## config.mk

```make
export PLATFORM = sky130hd
export DESIGN_NAME = tcp_config_programmer
export DESIGN_NICKNAME = d
export VERILOG_FILES = /design/src/tcp_sync.v /design/src/tcp_buf2.v /design/src/tcp_config_programmer.v
export VERILOG_INCLUDE_DIRS = /design/src
export SDC_FILE = /design/constraint.sdc
export NUM_CORES = 1
export LEC_CHECK = 0
export BUFFER_PORTS_ARGS = -buffer_cell sky130_fd_sc_hd__buf_2
export CORE_ASPECT_RATIO = 0.9
export CORE_MARGIN = 2
export CORE_UTILIZATION = 35
export CTS_CLUSTER_DIAMETER = 40
export DETAILED_ROUTE_END_ITERATION = 7
export PLACE_DENSITY = 0.52
export SYNTH_ARGS = -nofsm -noshare
export SYNTH_HDL_FRONTEND = slang
export SYNTH_SLANG_ARGS = --single-unit
```

## constraint.sdc

```tcl
create_clock -name ref_clk_i -period 4.2 [get_ports ref_clk_i]
set_input_delay 0.84 -clock ref_clk_i [delete_from_list [all_inputs] [get_ports ref_clk_i]]
set_output_delay 0.84 -clock ref_clk_i [all_outputs]
set_load 0.005 [all_outputs]
```

## src/tcp_defines.vh

```
// constants of the test mode configuration programmer
`ifndef TCP_DEFINES_VH
`define TCP_DEFINES_VH

`define TCP_WORD_W 58
`define TCP_LIM_W 6
`define TCP_MODE_W 4
`define TCP_PIN_N 5

// test mode numbers
`define TCP_T0 4'h0
`define TCP_T1 4'h1
`define TCP_T2 4'h2
`define TCP_T3 4'h3
`define TCP_T4 4'h4
`define TCP_T5 4'h5
`define TCP_T6 4'h6
`define TCP_T7 4'h7
`define TCP_T8 4'h8
`define TCP_T9 4'h9
`define TCP_T10 4'hA
`define TCP_T11 4'hB
`define TCP_T12 4'hC
`define TCP_T13 4'hD
`define TCP_T14 4'hE

// configuration word field positions
`define TCP_SETUP_HI 57
`define TCP_SETUP_LO 36
`define TCP_SETUP_W 22
`define TCP_LTD_EN_BIT 50
`define TCP_NL_HI 35
`define TCP_NL_LO 30
`define TCP_HYL_HI 29
`define TCP_HYL_LO 24
`define TCP_HUL_HI 23
`define TCP_HUL_LO 18
`define TCP_CTL_HI 17
`define TCP_CTL_LO 12
`define TCP_NAM_HI 11
`define TCP_NAM_LO 6
`define TCP_BASE_HI 5
`define TCP_BASE_LO 0

`define TCP_CONFIG_RESET 58'h000_0000_0000_0000

`endif

```

## src/tcp_sync.v

```verilog
// two flip-flop synchroniser, one stage pair per bit
`timescale 1ns/100ps
`default_nettype none
module tcp_sync #(
    parameter WIDTH = 5
) (
    input wire ref_clk_i,
    input wire rst_n_i,
    input wire [WIDTH-1:0] async_i,
    output wire [WIDTH-1:0] sync_o
);
    genvar gi;
    generate
        for (gi = 0; gi < WIDTH; gi = gi + 1) begin : g_bit
            reg meta;
            reg stable;
            always @(posedge ref_clk_i) begin
                if (!rst_n_i) begin
                    meta <= 1'b0;
                    stable <= 1'b0;
                end else begin
                    meta <= async_i[gi];
                    stable <= meta;
                end
            end
            assign sync_o[gi] = stable;
        end
    endgenerate
endmodule // tcp_sync
`default_nettype wire

```

## src/tcp_buf2.v

```verilog
// two-entry valid/ready buffer
`timescale 1ns/100ps
`default_nettype none
module tcp_buf2 #(
    parameter WIDTH = 1
) (
    input wire ref_clk_i,
    input wire rst_n_i,
    input wire in_valid_i,
    output wire in_ready_o,
    input wire [WIDTH-1:0] in_data_i,
    output wire out_valid_o,
    input wire out_ready_i,
    output wire [WIDTH-1:0] out_data_o
);
    reg [WIDTH-1:0] slot0;
    reg [WIDTH-1:0] slot1;
    reg [1:0] count;
    wire push = in_valid_i && (count != 2'h2);
    wire pop = out_ready_i && (count != 2'h0);

    assign in_ready_o = (count != 2'h2);
    assign out_valid_o = (count != 2'h0);
    assign out_data_o = slot0;

    always @(posedge ref_clk_i) begin
        if (!rst_n_i) begin
            slot0 <= {WIDTH{1'b0}};
            slot1 <= {WIDTH{1'b0}};
            count <= 2'h0;
        end else begin
            case ({push, pop})
                2'b10: begin
                    if (count == 2'h0) begin
                        slot0 <= in_data_i;
                    end else begin
                        slot1 <= in_data_i;
                    end
                    count <= count + 2'h1;
                end
                2'b01: begin
                    slot0 <= slot1;
                    count <= count - 2'h1;
                end
                2'b11: begin
                    if (count == 2'h1) begin
                        slot0 <= in_data_i;
                    end else begin
                        slot0 <= slot1;
                        slot1 <= in_data_i;
                    end
                end
                default: begin
                    count <= count;
                end
            endcase
        end
    end
endmodule // tcp_buf2
`default_nettype wire

```

## src/tcp_config_programmer.v

```verilog
// test mode stepping, limit latching and configuration word programming
`include "tcp_defines.vh"
`timescale 1ns/100ps
`default_nettype none

module tcp_config_programmer (
    input wire ref_clk_i,
    input wire rst_n_i,
    input wire mode_entry_pin_i,
    input wire test_boost_i,
    input wire test_data_i,
    input wire feed_i,
    input wire io_i,
    input wire [5:0] dac_level_i,
    input wire [5:0] integrator_output_i,
    input wire [5:0] measured_value_i,
    input wire measure_done_i,
    input wire low_battery_result_i,
    output reg horn_b_output_o,
    output reg red_indicator_o,
    output reg green_indicator_o,
    output reg horn_sync_error_flag_o,
    output reg integrate_start_o,
    output reg measure_start_o,
    output reg boost_enable_o,
    output reg nv_write_o,
    output reg [57:0] nv_word_o,
    output reg [3:0] test_mode_o,
    output reg shift_ready_o
);
    // ---------------------------------------------------------------
    // commit sequence states
    // ---------------------------------------------------------------
    localparam [1:0] ST_LATCH = 2'b01;
    localparam [1:0] ST_STORE = 2'b10;

    // ---------------------------------------------------------------
    // pin synchronisation and edges
    // ---------------------------------------------------------------
    wire [4:0] pins_raw;
    wire [4:0] pins_s;
    reg [4:0] pins_d;

    assign pins_raw = {mode_entry_pin_i, test_boost_i, test_data_i, feed_i, io_i};

    tcp_sync #(
        .WIDTH(`TCP_PIN_N)
    ) u_sync (
        .ref_clk_i(ref_clk_i),
        .rst_n_i(rst_n_i),
        .async_i(pins_raw),
        .sync_o(pins_s)
    );

    wire entry = pins_s[4];
    wire test_data = pins_s[2];
    wire feed = pins_s[1];
    wire io = pins_s[0];
    wire test_clk_rise = pins_s[3] & ~pins_d[3];
    wire feed_rise = pins_s[1] & ~pins_d[1];
    wire io_rise = pins_s[0] & ~pins_d[0];
    wire io_fall = ~pins_s[0] & pins_d[0];

    // ---------------------------------------------------------------
    // state
    // ---------------------------------------------------------------
    reg [3:0] mode;
    // image of the stored word; limit checks and readback start from it
    reg [57:0] cfg_word;
    reg [57:0] shreg;
    reg [5:0] lim_nl;
    reg [5:0] lim_hyl;
    reg [5:0] lim_hul;
    reg [5:0] lim_ctl;
    reg [5:0] lim_nam;
    reg [4:0] pend;
    reg [1:0] commit_st;
    reg [5:0] meas_val;
    reg meas_valid;
    reg meas_busy;

    wire in_t0 = entry && (mode == `TCP_T0);
    wire in_t1 = entry && (mode == `TCP_T1);
    wire in_t2 = entry && (mode == `TCP_T2);
    wire in_t7 = entry && (mode == `TCP_T7);
    wire in_t8 = entry && (mode == `TCP_T8);
    wire in_t9 = entry && (mode == `TCP_T9);
    wire in_set = entry && (mode >= `TCP_T3) && (mode <= `TCP_T7);
    wire in_meas = entry && (mode >= `TCP_T9) && (mode <= `TCP_T14);
    wire in_chk = entry && (mode >= `TCP_T10) && (mode <= `TCP_T14);
    wire in_shift = in_t2 || in_t8;

    // ---------------------------------------------------------------
    // serial bit buffer
    // ---------------------------------------------------------------
    wire buf_in_ready;
    wire buf_out_valid;
    wire buf_out_data;
    // shifting pauses while a store is taken so the stored word is stable
    wire buf_out_ready = ~io_rise;
    wire bit_pop = buf_out_valid && buf_out_ready;

    tcp_buf2 #(
        .WIDTH(1)
    ) u_buf (
        .ref_clk_i(ref_clk_i),
        .rst_n_i(rst_n_i),
        .in_valid_i(feed_rise && in_shift),
        .in_ready_o(buf_in_ready),
        .in_data_i(test_data),
        .out_valid_o(buf_out_valid),
        .out_ready_i(buf_out_ready),
        .out_data_o(buf_out_data)
    );

    // ---------------------------------------------------------------
    // candidate word and error checks
    // ---------------------------------------------------------------
    wire [5:0] m_nl = pend[0] ? lim_nl : cfg_word[`TCP_NL_HI:`TCP_NL_LO];
    wire [5:0] m_hyl = pend[1] ? lim_hyl : cfg_word[`TCP_HYL_HI:`TCP_HYL_LO];
    wire [5:0] m_hul = pend[2] ? lim_hul : cfg_word[`TCP_HUL_HI:`TCP_HUL_LO];
    wire [5:0] m_ctl = pend[3] ? lim_ctl : cfg_word[`TCP_CTL_HI:`TCP_CTL_LO];
    wire [5:0] m_nam = pend[4] ? lim_nam : cfg_word[`TCP_NAM_HI:`TCP_NAM_LO];
    wire [57:0] merged = {cfg_word[`TCP_SETUP_HI:`TCP_SETUP_LO], m_nl, m_hyl, m_hul, m_ctl,
                          m_nam, cfg_word[`TCP_BASE_HI:`TCP_BASE_LO]};

    reg [57:0] store_word;
    always @* begin
        if (in_t8) begin
            store_word = shreg;
        end else if (in_t2) begin
            store_word = {shreg[`TCP_SETUP_W-1:0], cfg_word[`TCP_NL_HI:0]};
        end else if (in_t9) begin
            // baseline replaces only the low field; limits stay as stored
            store_word = {cfg_word[`TCP_SETUP_HI:`TCP_NAM_LO], measured_value_i};
        end else begin
            store_word = merged;
        end
    end

    wire [5:0] e_nl = store_word[`TCP_NL_HI:`TCP_NL_LO];
    wire [5:0] e_hyl = store_word[`TCP_HYL_HI:`TCP_HYL_LO];
    wire [5:0] e_nam = store_word[`TCP_NAM_HI:`TCP_NAM_LO];
    wire err_hyst = (e_hyl >= e_nl);
    wire err_max = store_word[`TCP_LTD_EN_BIT] && (e_nam <= e_nl);
    wire err_mode = in_t7 || in_t8 || in_t9;
    wire err_set = io_fall && err_mode && (err_hyst || err_max);

    // ---------------------------------------------------------------
    // limit selected for checking
    // ---------------------------------------------------------------
    reg [5:0] chk_limit;
    always @* begin
        if (mode == `TCP_T10) begin
            chk_limit = cfg_word[`TCP_NL_HI:`TCP_NL_LO];
        end else if (mode == `TCP_T11) begin
            chk_limit = cfg_word[`TCP_HYL_HI:`TCP_HYL_LO];
        end else if (mode == `TCP_T12) begin
            chk_limit = cfg_word[`TCP_HUL_HI:`TCP_HUL_LO];
        end else if (mode == `TCP_T13) begin
            chk_limit = cfg_word[`TCP_CTL_HI:`TCP_CTL_LO];
        end else begin
            // last check mode, and the unused codes, fall back to the max limit
            chk_limit = cfg_word[`TCP_NAM_HI:`TCP_NAM_LO];
        end
    end

    // ---------------------------------------------------------------
    // store triggers
    // ---------------------------------------------------------------
    // in the shift modes every enable rise rewrites the same word, so repeated pulses are harmless
    wire store_shift = in_shift && io_rise;
    wire store_commit = in_t7 && io_rise && ~feed && (commit_st == ST_STORE);
    wire store_base = in_t9 && io_rise;
    wire do_store = store_shift || store_commit || store_base;
    // mode saturates at the last check mode instead of wrapping to horn test
    wire mode_step = entry && test_clk_rise && (mode != `TCP_T14);

    // ---------------------------------------------------------------
    // horn pin selection
    // ---------------------------------------------------------------
    reg next_horn;
    always @* begin
        // outside the listed modes the pin stays quiet
        next_horn = 1'b0;
        if (in_t0) begin
            next_horn = test_data;
        end else if (in_t1) begin
            next_horn = low_battery_result_i;
        end else if (in_set) begin
            next_horn = (dac_level_i < integrator_output_i);
        end else if (in_t8) begin
            next_horn = shreg[`TCP_WORD_W-1];
        end else if (in_chk) begin
            next_horn = meas_valid && (meas_val > chk_limit);
        end
    end

    // ---------------------------------------------------------------
    // main sequential logic
    // ---------------------------------------------------------------
    always @(posedge ref_clk_i) begin
        if (!rst_n_i) begin
            pins_d <= 5'h00;
            mode <= `TCP_T0;
            cfg_word <= `TCP_CONFIG_RESET;
            shreg <= `TCP_CONFIG_RESET;
            lim_nl <= 6'h00;
            lim_hyl <= 6'h00;
            lim_hul <= 6'h00;
            lim_ctl <= 6'h00;
            lim_nam <= 6'h00;
            pend <= 5'h00;
            commit_st <= ST_LATCH;
            meas_val <= 6'h00;
            meas_valid <= 1'b0;
            meas_busy <= 1'b0;
            horn_b_output_o <= 1'b0;
            red_indicator_o <= 1'b0;
            green_indicator_o <= 1'b0;
            horn_sync_error_flag_o <= 1'b0;
            integrate_start_o <= 1'b0;
            measure_start_o <= 1'b0;
            boost_enable_o <= 1'b0;
            nv_write_o <= 1'b0;
            nv_word_o <= `TCP_CONFIG_RESET;
            test_mode_o <= `TCP_T0;
            shift_ready_o <= 1'b0;
        end else begin
            pins_d <= pins_s;
            horn_b_output_o <= next_horn;
            red_indicator_o <= in_t1;
            green_indicator_o <= in_t1;
            boost_enable_o <= in_t1 && io;
            integrate_start_o <= in_set && feed && io_rise;
            measure_start_o <= in_meas && feed_rise;
            test_mode_o <= mode;
            shift_ready_o <= buf_in_ready && in_shift;
            nv_write_o <= do_store;

            if (!entry) begin
                // leaving programming drops everything unstored
                mode <= `TCP_T0;
                pend <= 5'h00;
                commit_st <= ST_LATCH;
                meas_valid <= 1'b0;
                meas_busy <= 1'b0;
                horn_sync_error_flag_o <= 1'b0;
            end else begin
                if (mode_step) begin
                    mode <= mode + 4'h1;
                    commit_st <= ST_LATCH;
                    meas_valid <= 1'b0;
                    meas_busy <= 1'b0;
                    horn_sync_error_flag_o <= 1'b0;
                    if (mode == `TCP_T1) begin
                        shreg <= `TCP_CONFIG_RESET;
                    end else if (mode == `TCP_T7) begin
                        // readback starts from the stored word
                        shreg <= cfg_word;
                    end
                end else if (bit_pop && in_shift) begin
                    shreg <= {shreg[`TCP_WORD_W-2:0], buf_out_data};
                end

                // set wins over the mode-exit clear
                if (err_set) begin
                    horn_sync_error_flag_o <= 1'b1;
                end

                if (in_set && !feed && io_rise) begin
                    if (mode == `TCP_T3) begin
                        lim_nl <= dac_level_i;
                        pend[0] <= 1'b1;
                    end else if (mode == `TCP_T4) begin
                        lim_hyl <= dac_level_i;
                        pend[1] <= 1'b1;
                    end else if (mode == `TCP_T5) begin
                        lim_hul <= dac_level_i;
                        pend[2] <= 1'b1;
                    end else if (mode == `TCP_T6) begin
                        lim_ctl <= dac_level_i;
                        pend[3] <= 1'b1;
                    end else begin
                        case (commit_st)
                            ST_LATCH: begin
                                lim_nam <= dac_level_i;
                                pend[4] <= 1'b1;
                                commit_st <= ST_STORE;
                            end
                            ST_STORE: begin
                                pend <= 5'h00;
                                commit_st <= ST_LATCH;
                            end
                            default: begin
                                commit_st <= ST_LATCH;
                            end
                        endcase
                    end
                end

                // a new start hides the old result until its own done arrives
                if (in_meas && feed_rise) begin
                    meas_busy <= 1'b1;
                    meas_valid <= 1'b0;
                end else if (meas_busy && measure_done_i) begin
                    meas_busy <= 1'b0;
                    meas_valid <= 1'b1;
                    meas_val <= measured_value_i;
                end
            end

            if (do_store) begin
                cfg_word <= store_word;
                nv_word_o <= store_word;
            end
        end
    end
endmodule // tcp_config_programmer
`default_nettype wire

```

==> out/results.txt, run 1 <==
Synth Area in Compound Gates: 23.53%
post-cts resize count: 0
EDFF count, synth: 0
Final Net Count: 1210
Top Metal Used: met4
vias in the first global route: 7812
drt pass-1 iters: 5
peak supply drop: 266.5 uV
worst-case reg-to-reg path depth: 13
#FFs+latches synth: 194
Power Density: 347.1 nW/um^2
Synth warnings: 0
maxcap violations: 0
Worst-Skew Late Latency: 0.44 ns
slowest stage cell, crit path: ha_1
Max FO, Critical Path: 30
slew margin rel.: 39.94%
P&R area growth vs syn: 13.61%
r2r setup slk: 0.54 ns
via/cell ratio: 5.614
CTS sink count: 194
worst slew pin tran: 0.8987 ns
Ant. Diodes: 0
RSZ-0062 raised after global routing: no
share of layout cells above drive strength 1: 14.38%
Final period util: 87.15%
port bufs: 97
H-tree depth: 4
sequential area share after synthesis: 41.31%
xor/xnor share of the synthesized area: 0.2795%
Hold Startpoint: u_sync.g_bit[0].meta
Mapped Nets: 1168
Hold Vio Cnt, Final: 0
post-route minimum period: 3.660 ns
# DRC: 0
R2R Path Start: mode[0]
Clock Root Buffer: clkbuf_16
Clock Tree Buf Depth: 2
syn avg cell area: 8.500 um^2
Met3 Wirelength: 1.855 mm
hold path depth: 1
post-synthesis adder-cell area fraction: 4.658%
critical path class: flop to flop
Leakage: 3.999 nW
Tightest Hold Check Type: flop to flop
CP startpoint kind: flop
die width: 176.8 um
main combinational cell family by area after synthesis: compound AO/OA/AOI/OAI gates
std cell rows: 56
Yosys top cell area share: 41.31%
met1 wire length: 14.46 mm
core area: 26210 um^2
Mapped Cells: 1106
WL per Instance: 19.91 um
Worst Clk Skew: 0.01401 ns
Worst path max stage delay: 0.45 ns
setup repair bufs after CTS: 0
Synth Area in Simple Gates: 20.69%
GRT overflow: 0
clk slew on worst S/H paths: 0.08 ns
die area: 28190 um^2
Starting DRT DRC Count: 763
Critical Path, Cell by Cell: inv_1 -> ha_1 -> o21ai_0 -> a21o_4 -> and2_1 -> a22oi_1 -> a21boi_0 -> ha_1 -> a21oi_1 -> nand2_1 -> a211oi_1 -> o21bai_1 -> a211oi_1
synthesized area: 9402 um^2
commonest non-fill, non-tap cell in the layout: dfxtp_1
Final HPWL DP: 20.79 mm
setup TNS: 0 ns
FF-to-FF End: horn_sync_error_flag_o
via count: 8471
Synth area leaders: dfxtp_1 41%, nor2_1 6.6%, a311oi_1 5.4%
fmax: 273.2 MHz
Yosys cell types: 61
total track usage: 21.29%
io pins: 98
Die Span Y: 159.5 um
CTS tree: yes
Setup Viol. Count Final: 0
Hold Path Sink: u_sync.g_bit[0].stable
Slew Limit Fails: 0
first-pass GRT wire length: 46.96 mm
CTS Hold Bufs: 0
Critical Path Sink Type: flop
CTS buffer count: 17
met2 routed WL: 13.38 mm
initial antenna violation count: 0
final instance area: 10680 um^2
Critical Path AT: 4.01 ns
routability cong.: 0.8572
Post-Route WL: 30.04 mm
multiplexer area fraction after synthesis: 3.939%
Initial Utilization: 35.88%
most frequent cells in the layout: 194 x dfxtp_1, 166 x nor2_1, 123 x nand2_1, 97 x buf_2, 78 x nand3_1
leading area contributor after synthesis: dfxtp_1
Worst EP required: 4.55 ns
Main synth FF type: dfxtp_1
pin count of the biggest net entering global routing: 66
Placed Area: 10110 um^2
ys async rst share: 0%
status: finished, final reports clean
Routed Antenna Nets: 0
-- power by group --
part	internal (mW)	switching (mW)
clock	0.849	0.768
sequential	1.85	0.0116
combinational	0.0829	0.142
total	2.79	0.922
-- state kept, by name, indices dropped and copies added (netlist names), 2 cells and up --
signal               count
cfg_word                58
shreg                   58
lim_ctl                  6
lim_hul                  6
lim_hyl                  6
lim_nam                  6
lim_nl                   6
meas_val                 6
pend                     5
u_sync.g_bit.meta        5
u_sync.g_bit.stable      5
mode                     4
test_mode_o              4
pins_d                   3
commit_st                2
u_buf.count              2
-- kinds of logic after synthesis --
group           after synthesis
fa+ha+maj                    35
xor+xnor                      3
simple gates                435
flops                       194
compound gates              282
buf+inv                     120
mux                          37
-- critical path: cells and delay by family, from the launching register on --
kind	cells	cell delay (ns)
AOI/OAI and AO/OA	8	1.86
buffers and inverters	1	0.16
adders and majority gates	2	0.78
and+or+nand+nor	2	0.37
DFF	1	0.39
-- synthesized netlist by cell type (17+ instances only) --
cell type  number
a22o_1         21
buf_2          27
nand3_1        78
mux2i_1        37
dfxtp_1       194
a22oi_1        46
nor2_1        166
a211oi_1       21
inv_1          26
clkbuf_1       56
a311oi_1       58
ha_1           35
o32ai_1        17
nand2_1       124
a21oi_1        35
-- per-stage QoR --
| step | std cells | util (%) | setup WS, ns | total power, mW | hold slack, ns |
|---|---|---|---|---|---|
| after floorplan | 1106 | - | 1.216 | 2.063 | 0.4119 |
| after global placement | 1477 | 38.59 | 0.7573 | 2.135 | 0.4192 |
| after global routing | 1509 | 40.76 | 0.2533 | 3.830 | 0.4449 |
| final | 1509 | 40.76 | 0.5396 | 3.708 | 0.4345 |
| after CTS | 1509 | 40.76 | 0.5879 | 3.745 | 0.4411 |
| after detailed placement | 1477 | 38.59 | 0.6277 | 2.137 | 0.4213 |
-- cell type report --
| type | count | area, um^2 |
|---|---|---|
| sequential | 194 | 3884 |
| multi-input combinational | 792 | 5020 |
| clock buffer | 20 | 446.7 |
| timing repair buffer | 117 | 673.1 |
| fill | 2701 | 15520 |
| inverter | 26 | 100.1 |
| clock inverter | 12 | 122.6 |
| tap | 348 | 435.4 |
-- how the worst max path moves through the flow --
stage               startpoint                     end  slack, ns  cells after the start
CTS                    mode[0]  horn_sync_error_flag_o       0.59                     13
global route           mode[0]  horn_sync_error_flag_o       0.25                     13
finish                 mode[0]  horn_sync_error_flag_o       0.54                     13
global placement       mode[0]  horn_sync_error_flag_o       0.76                     13
floorplan              mode[0]  horn_sync_error_flag_o       1.22                     15
detailed placement     mode[0]  horn_sync_error_flag_o       0.63                     13
-- routing by layer --
layer / vias to the layer above / GRT usage, %
met2: 265 / 32.69
li1: 4119 / -
met5: - / 0
met4: 0 / 4.771
met3: 21 / 3.391
met1: 4066 / 31.15
Note: power is estimated with default switching activity, not from simulation.
==> run 2: changes to the inputs <==
Settings changed: CELL_PAD_IN_SITES_DETAIL_PLACEMENT set to 1, CELL_PAD_IN_SITES_GLOBAL_PLACEMENT set to 1, MAX_ROUTING_LAYER set to met4, PLACE_DENSITY 0.52 to 0.65.
==> run 2 against run 1 <==
Sequential cell count did not move. Sequential power is essentially flat. Worst hold slack improved by 0.0062 ns. Clock power barely moved. Fmax up 1.6%. Count of clock-buffer cells in the layout is the same.
==> out/results.txt, run 2 (synthesized netlist as in run 1, its figures left out) <==
maxcap violations: 0 (unchanged)
critical path class: flop to flop (unchanged)
CTS tree: yes (unchanged)
initial antenna violation count: 0 (unchanged)
Clock Root Buffer: clkbuf_16 (unchanged)
total track usage: 23.95% (was 21.29%)
port bufs: 97 (unchanged)
Final Net Count: 1210 (unchanged)
via count: 8674 (was 8471)
Slew Limit Fails: 0 (unchanged)
Tightest Hold Check Type: flop to flop (unchanged)
Critical Path, Cell by Cell: ha_1 -> o21ai_0 -> a21o_4 -> and2_1 -> a22oi_1 -> a21boi_0 -> ha_1 -> a21oi_1 -> nand2_1 -> a211oi_1 -> o21bai_1 -> a211oi_1 (was inv_1 -> ha_1 -> o21ai_0 -> a21o_4 -> and2_1 -> a22oi_1 -> a21boi_0 -> ha_1 -> a21oi_1 -> nand2_1 -> a211oi_1 -> o21bai_1 -> a211oi_1)
CTS buffer count: 17 (unchanged)
drt pass-1 iters: 7 (was 5)
die area: 28190 um^2 (unchanged)
H-tree depth: 4 (unchanged)
hold path depth: 1 (unchanged)
status: finished, final reports clean (unchanged)
Worst path max stage delay: 0.52 ns (was 0.45 ns)
Setup crit start: mode[0] (unchanged)
Regs by FF count: cfg_word x58, shreg x58 (unchanged)
pin count of the biggest net entering global routing: 77 (was 66)
GRT overflow: 0 (unchanged)
worst-case reg-to-reg path depth: 12 (was 13)
Critical Path Sink Type: flop (unchanged)
Worst Clk Skew: 0.01386 ns (was 0.01401 ns)
WL per Instance: 21.60 um (was 19.91 um)
Clock Tree Buf Depth: 2 (unchanged)
r2r setup slk: 0.60 ns (was 0.54 ns)
Hold Vio Cnt, Final: 0 (unchanged)
Starting DRT DRC Count: 651 (was 763)
setup TNS: 0 ns (unchanged)
Setup Viol. Count Final: 0 (unchanged)
Worst-Skew Late Latency: 0.45 ns (was 0.44 ns)
Pwr Total: 3.684 mW (was 3.708 mW)
Max FO, Critical Path: 13 (was 30)
Hold WS: 0.4407 ns (was 0.4345 ns)
Critical Path End: horn_sync_error_flag_o (unchanged)
Power Density: 345.6 nW/um^2 (was 347.1 nW/um^2)
Final HPWL DP: 22.85 mm (was 20.79 mm)
R2R Path Start: mode[0] (unchanged)
vias in the first global route: 8375 (was 7812)
share of layout cells above drive strength 1: 14.56% (was 14.38%)
slowest stage cell, crit path: ha_1 (unchanged)
Leakage: 3.979 nW (was 3.999 nW)
Post-Route WL: 32.60 mm (was 30.04 mm)
P&R area growth vs syn: 13.39% (was 13.61%)
Routed Antenna Nets: 0 (unchanged)
CTS Hold Bufs: 0 (unchanged)
post-cts resize count: 0 (unchanged)
via/cell ratio: 5.748 (was 5.614)
Critical Path AT: 3.97 ns (was 4.01 ns)
std cell rows: 56 (unchanged)
CP startpoint kind: flop (unchanged)
Die Span Y: 159.5 um (unchanged)
post-route minimum period: 3.604 ns (was 3.660 ns)
fill count: 3131 (was 2701)
# DRC: 0 (unchanged)
RSZ-0062 raised after global routing: no (unchanged)
Ant. Diodes: 0 (unchanged)
io pins: 98 (unchanged)
Final period util: 85.80% (was 87.15%)
slew margin rel.: 41.86% (was 39.94%)
peak supply drop: 265.3 uV (was 266.5 uV)
fmax: 277.5 MHz (was 273.2 MHz)
CTS sink count: 194 (unchanged)
FF-to-FF End: horn_sync_error_flag_o (unchanged)
routability cong.: 0.9260 (was 0.8572)
most frequent cells in the layout: 194 x dfxtp_1, 166 x nor2_1, 123 x nand2_1, 97 x buf_2, 78 x nand3_1 (unchanged)
die width: 176.8 um (unchanged)
clk slew on worst S/H paths: 0.08 ns (about the same)
first-pass GRT wire length: 51.03 mm (was 46.96 mm)
Initial Utilization: 35.88% (unchanged)
setup repair bufs after CTS: 0 (unchanged)
Worst EP required: 4.56 ns (was 4.55 ns)
worst slew pin tran: 0.8721 ns (was 0.8987 ns)
core area: 26210 um^2 (unchanged)
commonest non-fill, non-tap cell in the layout: dfxtp_1 (unchanged)
==> run 2: cell types whose count changed in the layout (fill, tap and decap cells not counted) <==
cell        change
nor2b_1         -1
nor2b_2         +1
buf_4           +1
clkbuf_8        +1
clkinvlp_4      +2
bufinv_16       -1
clkbuf_1        -1
buf_12          -1
clkinv_8        +1
inv_8           -2
==> run 2: final cells by class <==
type	count	area, um^2	area share (%)
Inverter	26	100.1	0.9390
Timing Repair Buffer	117	660.6	6.197
Clock buffer	20	456.7	4.284
Tap cell	348	435.4	4.085
Clock inverter	12	101.3	0.9507
Sequential cell	194	3884	36.43
Multi-Input combinational cell	792	5022	47.11
==> run 2: critical path, delay by kind of cell, from the launching register on <==
kind	cells	cell delay, ns
AO/OA/AOI/OAI	8	1.83
adder cells (fa/ha/maj)	2	0.85
flip-flops	1	0.51
AND/OR/NAND/NOR	2	0.34
==> run 2: stage by stage <==
step                utilization [%]  worst slack, ns  cell area, um^2  cells
finish                        40.68           0.5962            10660   1509
global route                  40.68           0.1821            10660   1509
CTS                           40.68           0.6187            10660   1509
detailed placement            38.55           0.6659            10100   1477
global placement              38.55           0.7391            10100   1477
floorplan                         -            1.216             9402   1106
==> run 2: worst min-delay path by stage <==
stage / slack [ns] / to / from
after floorplan: 0.41 / u_sync.g_bit[0].stable / u_sync.g_bit[0].meta
after global placement: 0.42 / u_sync.g_bit[4].stable / u_sync.g_bit[4].meta
after detailed placement: 0.42 / u_sync.g_bit[2].stable / u_sync.g_bit[2].meta
after CTS: 0.44 / u_sync.g_bit[1].stable / u_sync.g_bit[1].meta
after global routing: 0.45 / u_sync.g_bit[1].stable / u_sync.g_bit[1].meta
final: 0.44 / u_sync.g_bit[0].stable / u_sync.g_bit[0].meta
==> run 2: per-layer routing <==
metal	GRT usage, %	part of all wire, %	vias up
li1	-	-	4114
met1	34.27	50	4309
met2	35.92	44	221
met3	3.271	4.4	30
met4	4.921	1.1	0
met5	-	0	-
==> run 2: power breakdown <==
part	internal [mW]	switching [mW]	total [mW]	leakage, nW
Clock	0.802	0.787	1.59	0.266
Sequential	1.85	0.0121	1.87	1.56
Combinational	0.0817	0.148	0.229	2.15
Total	2.74	0.947	3.68	3.98
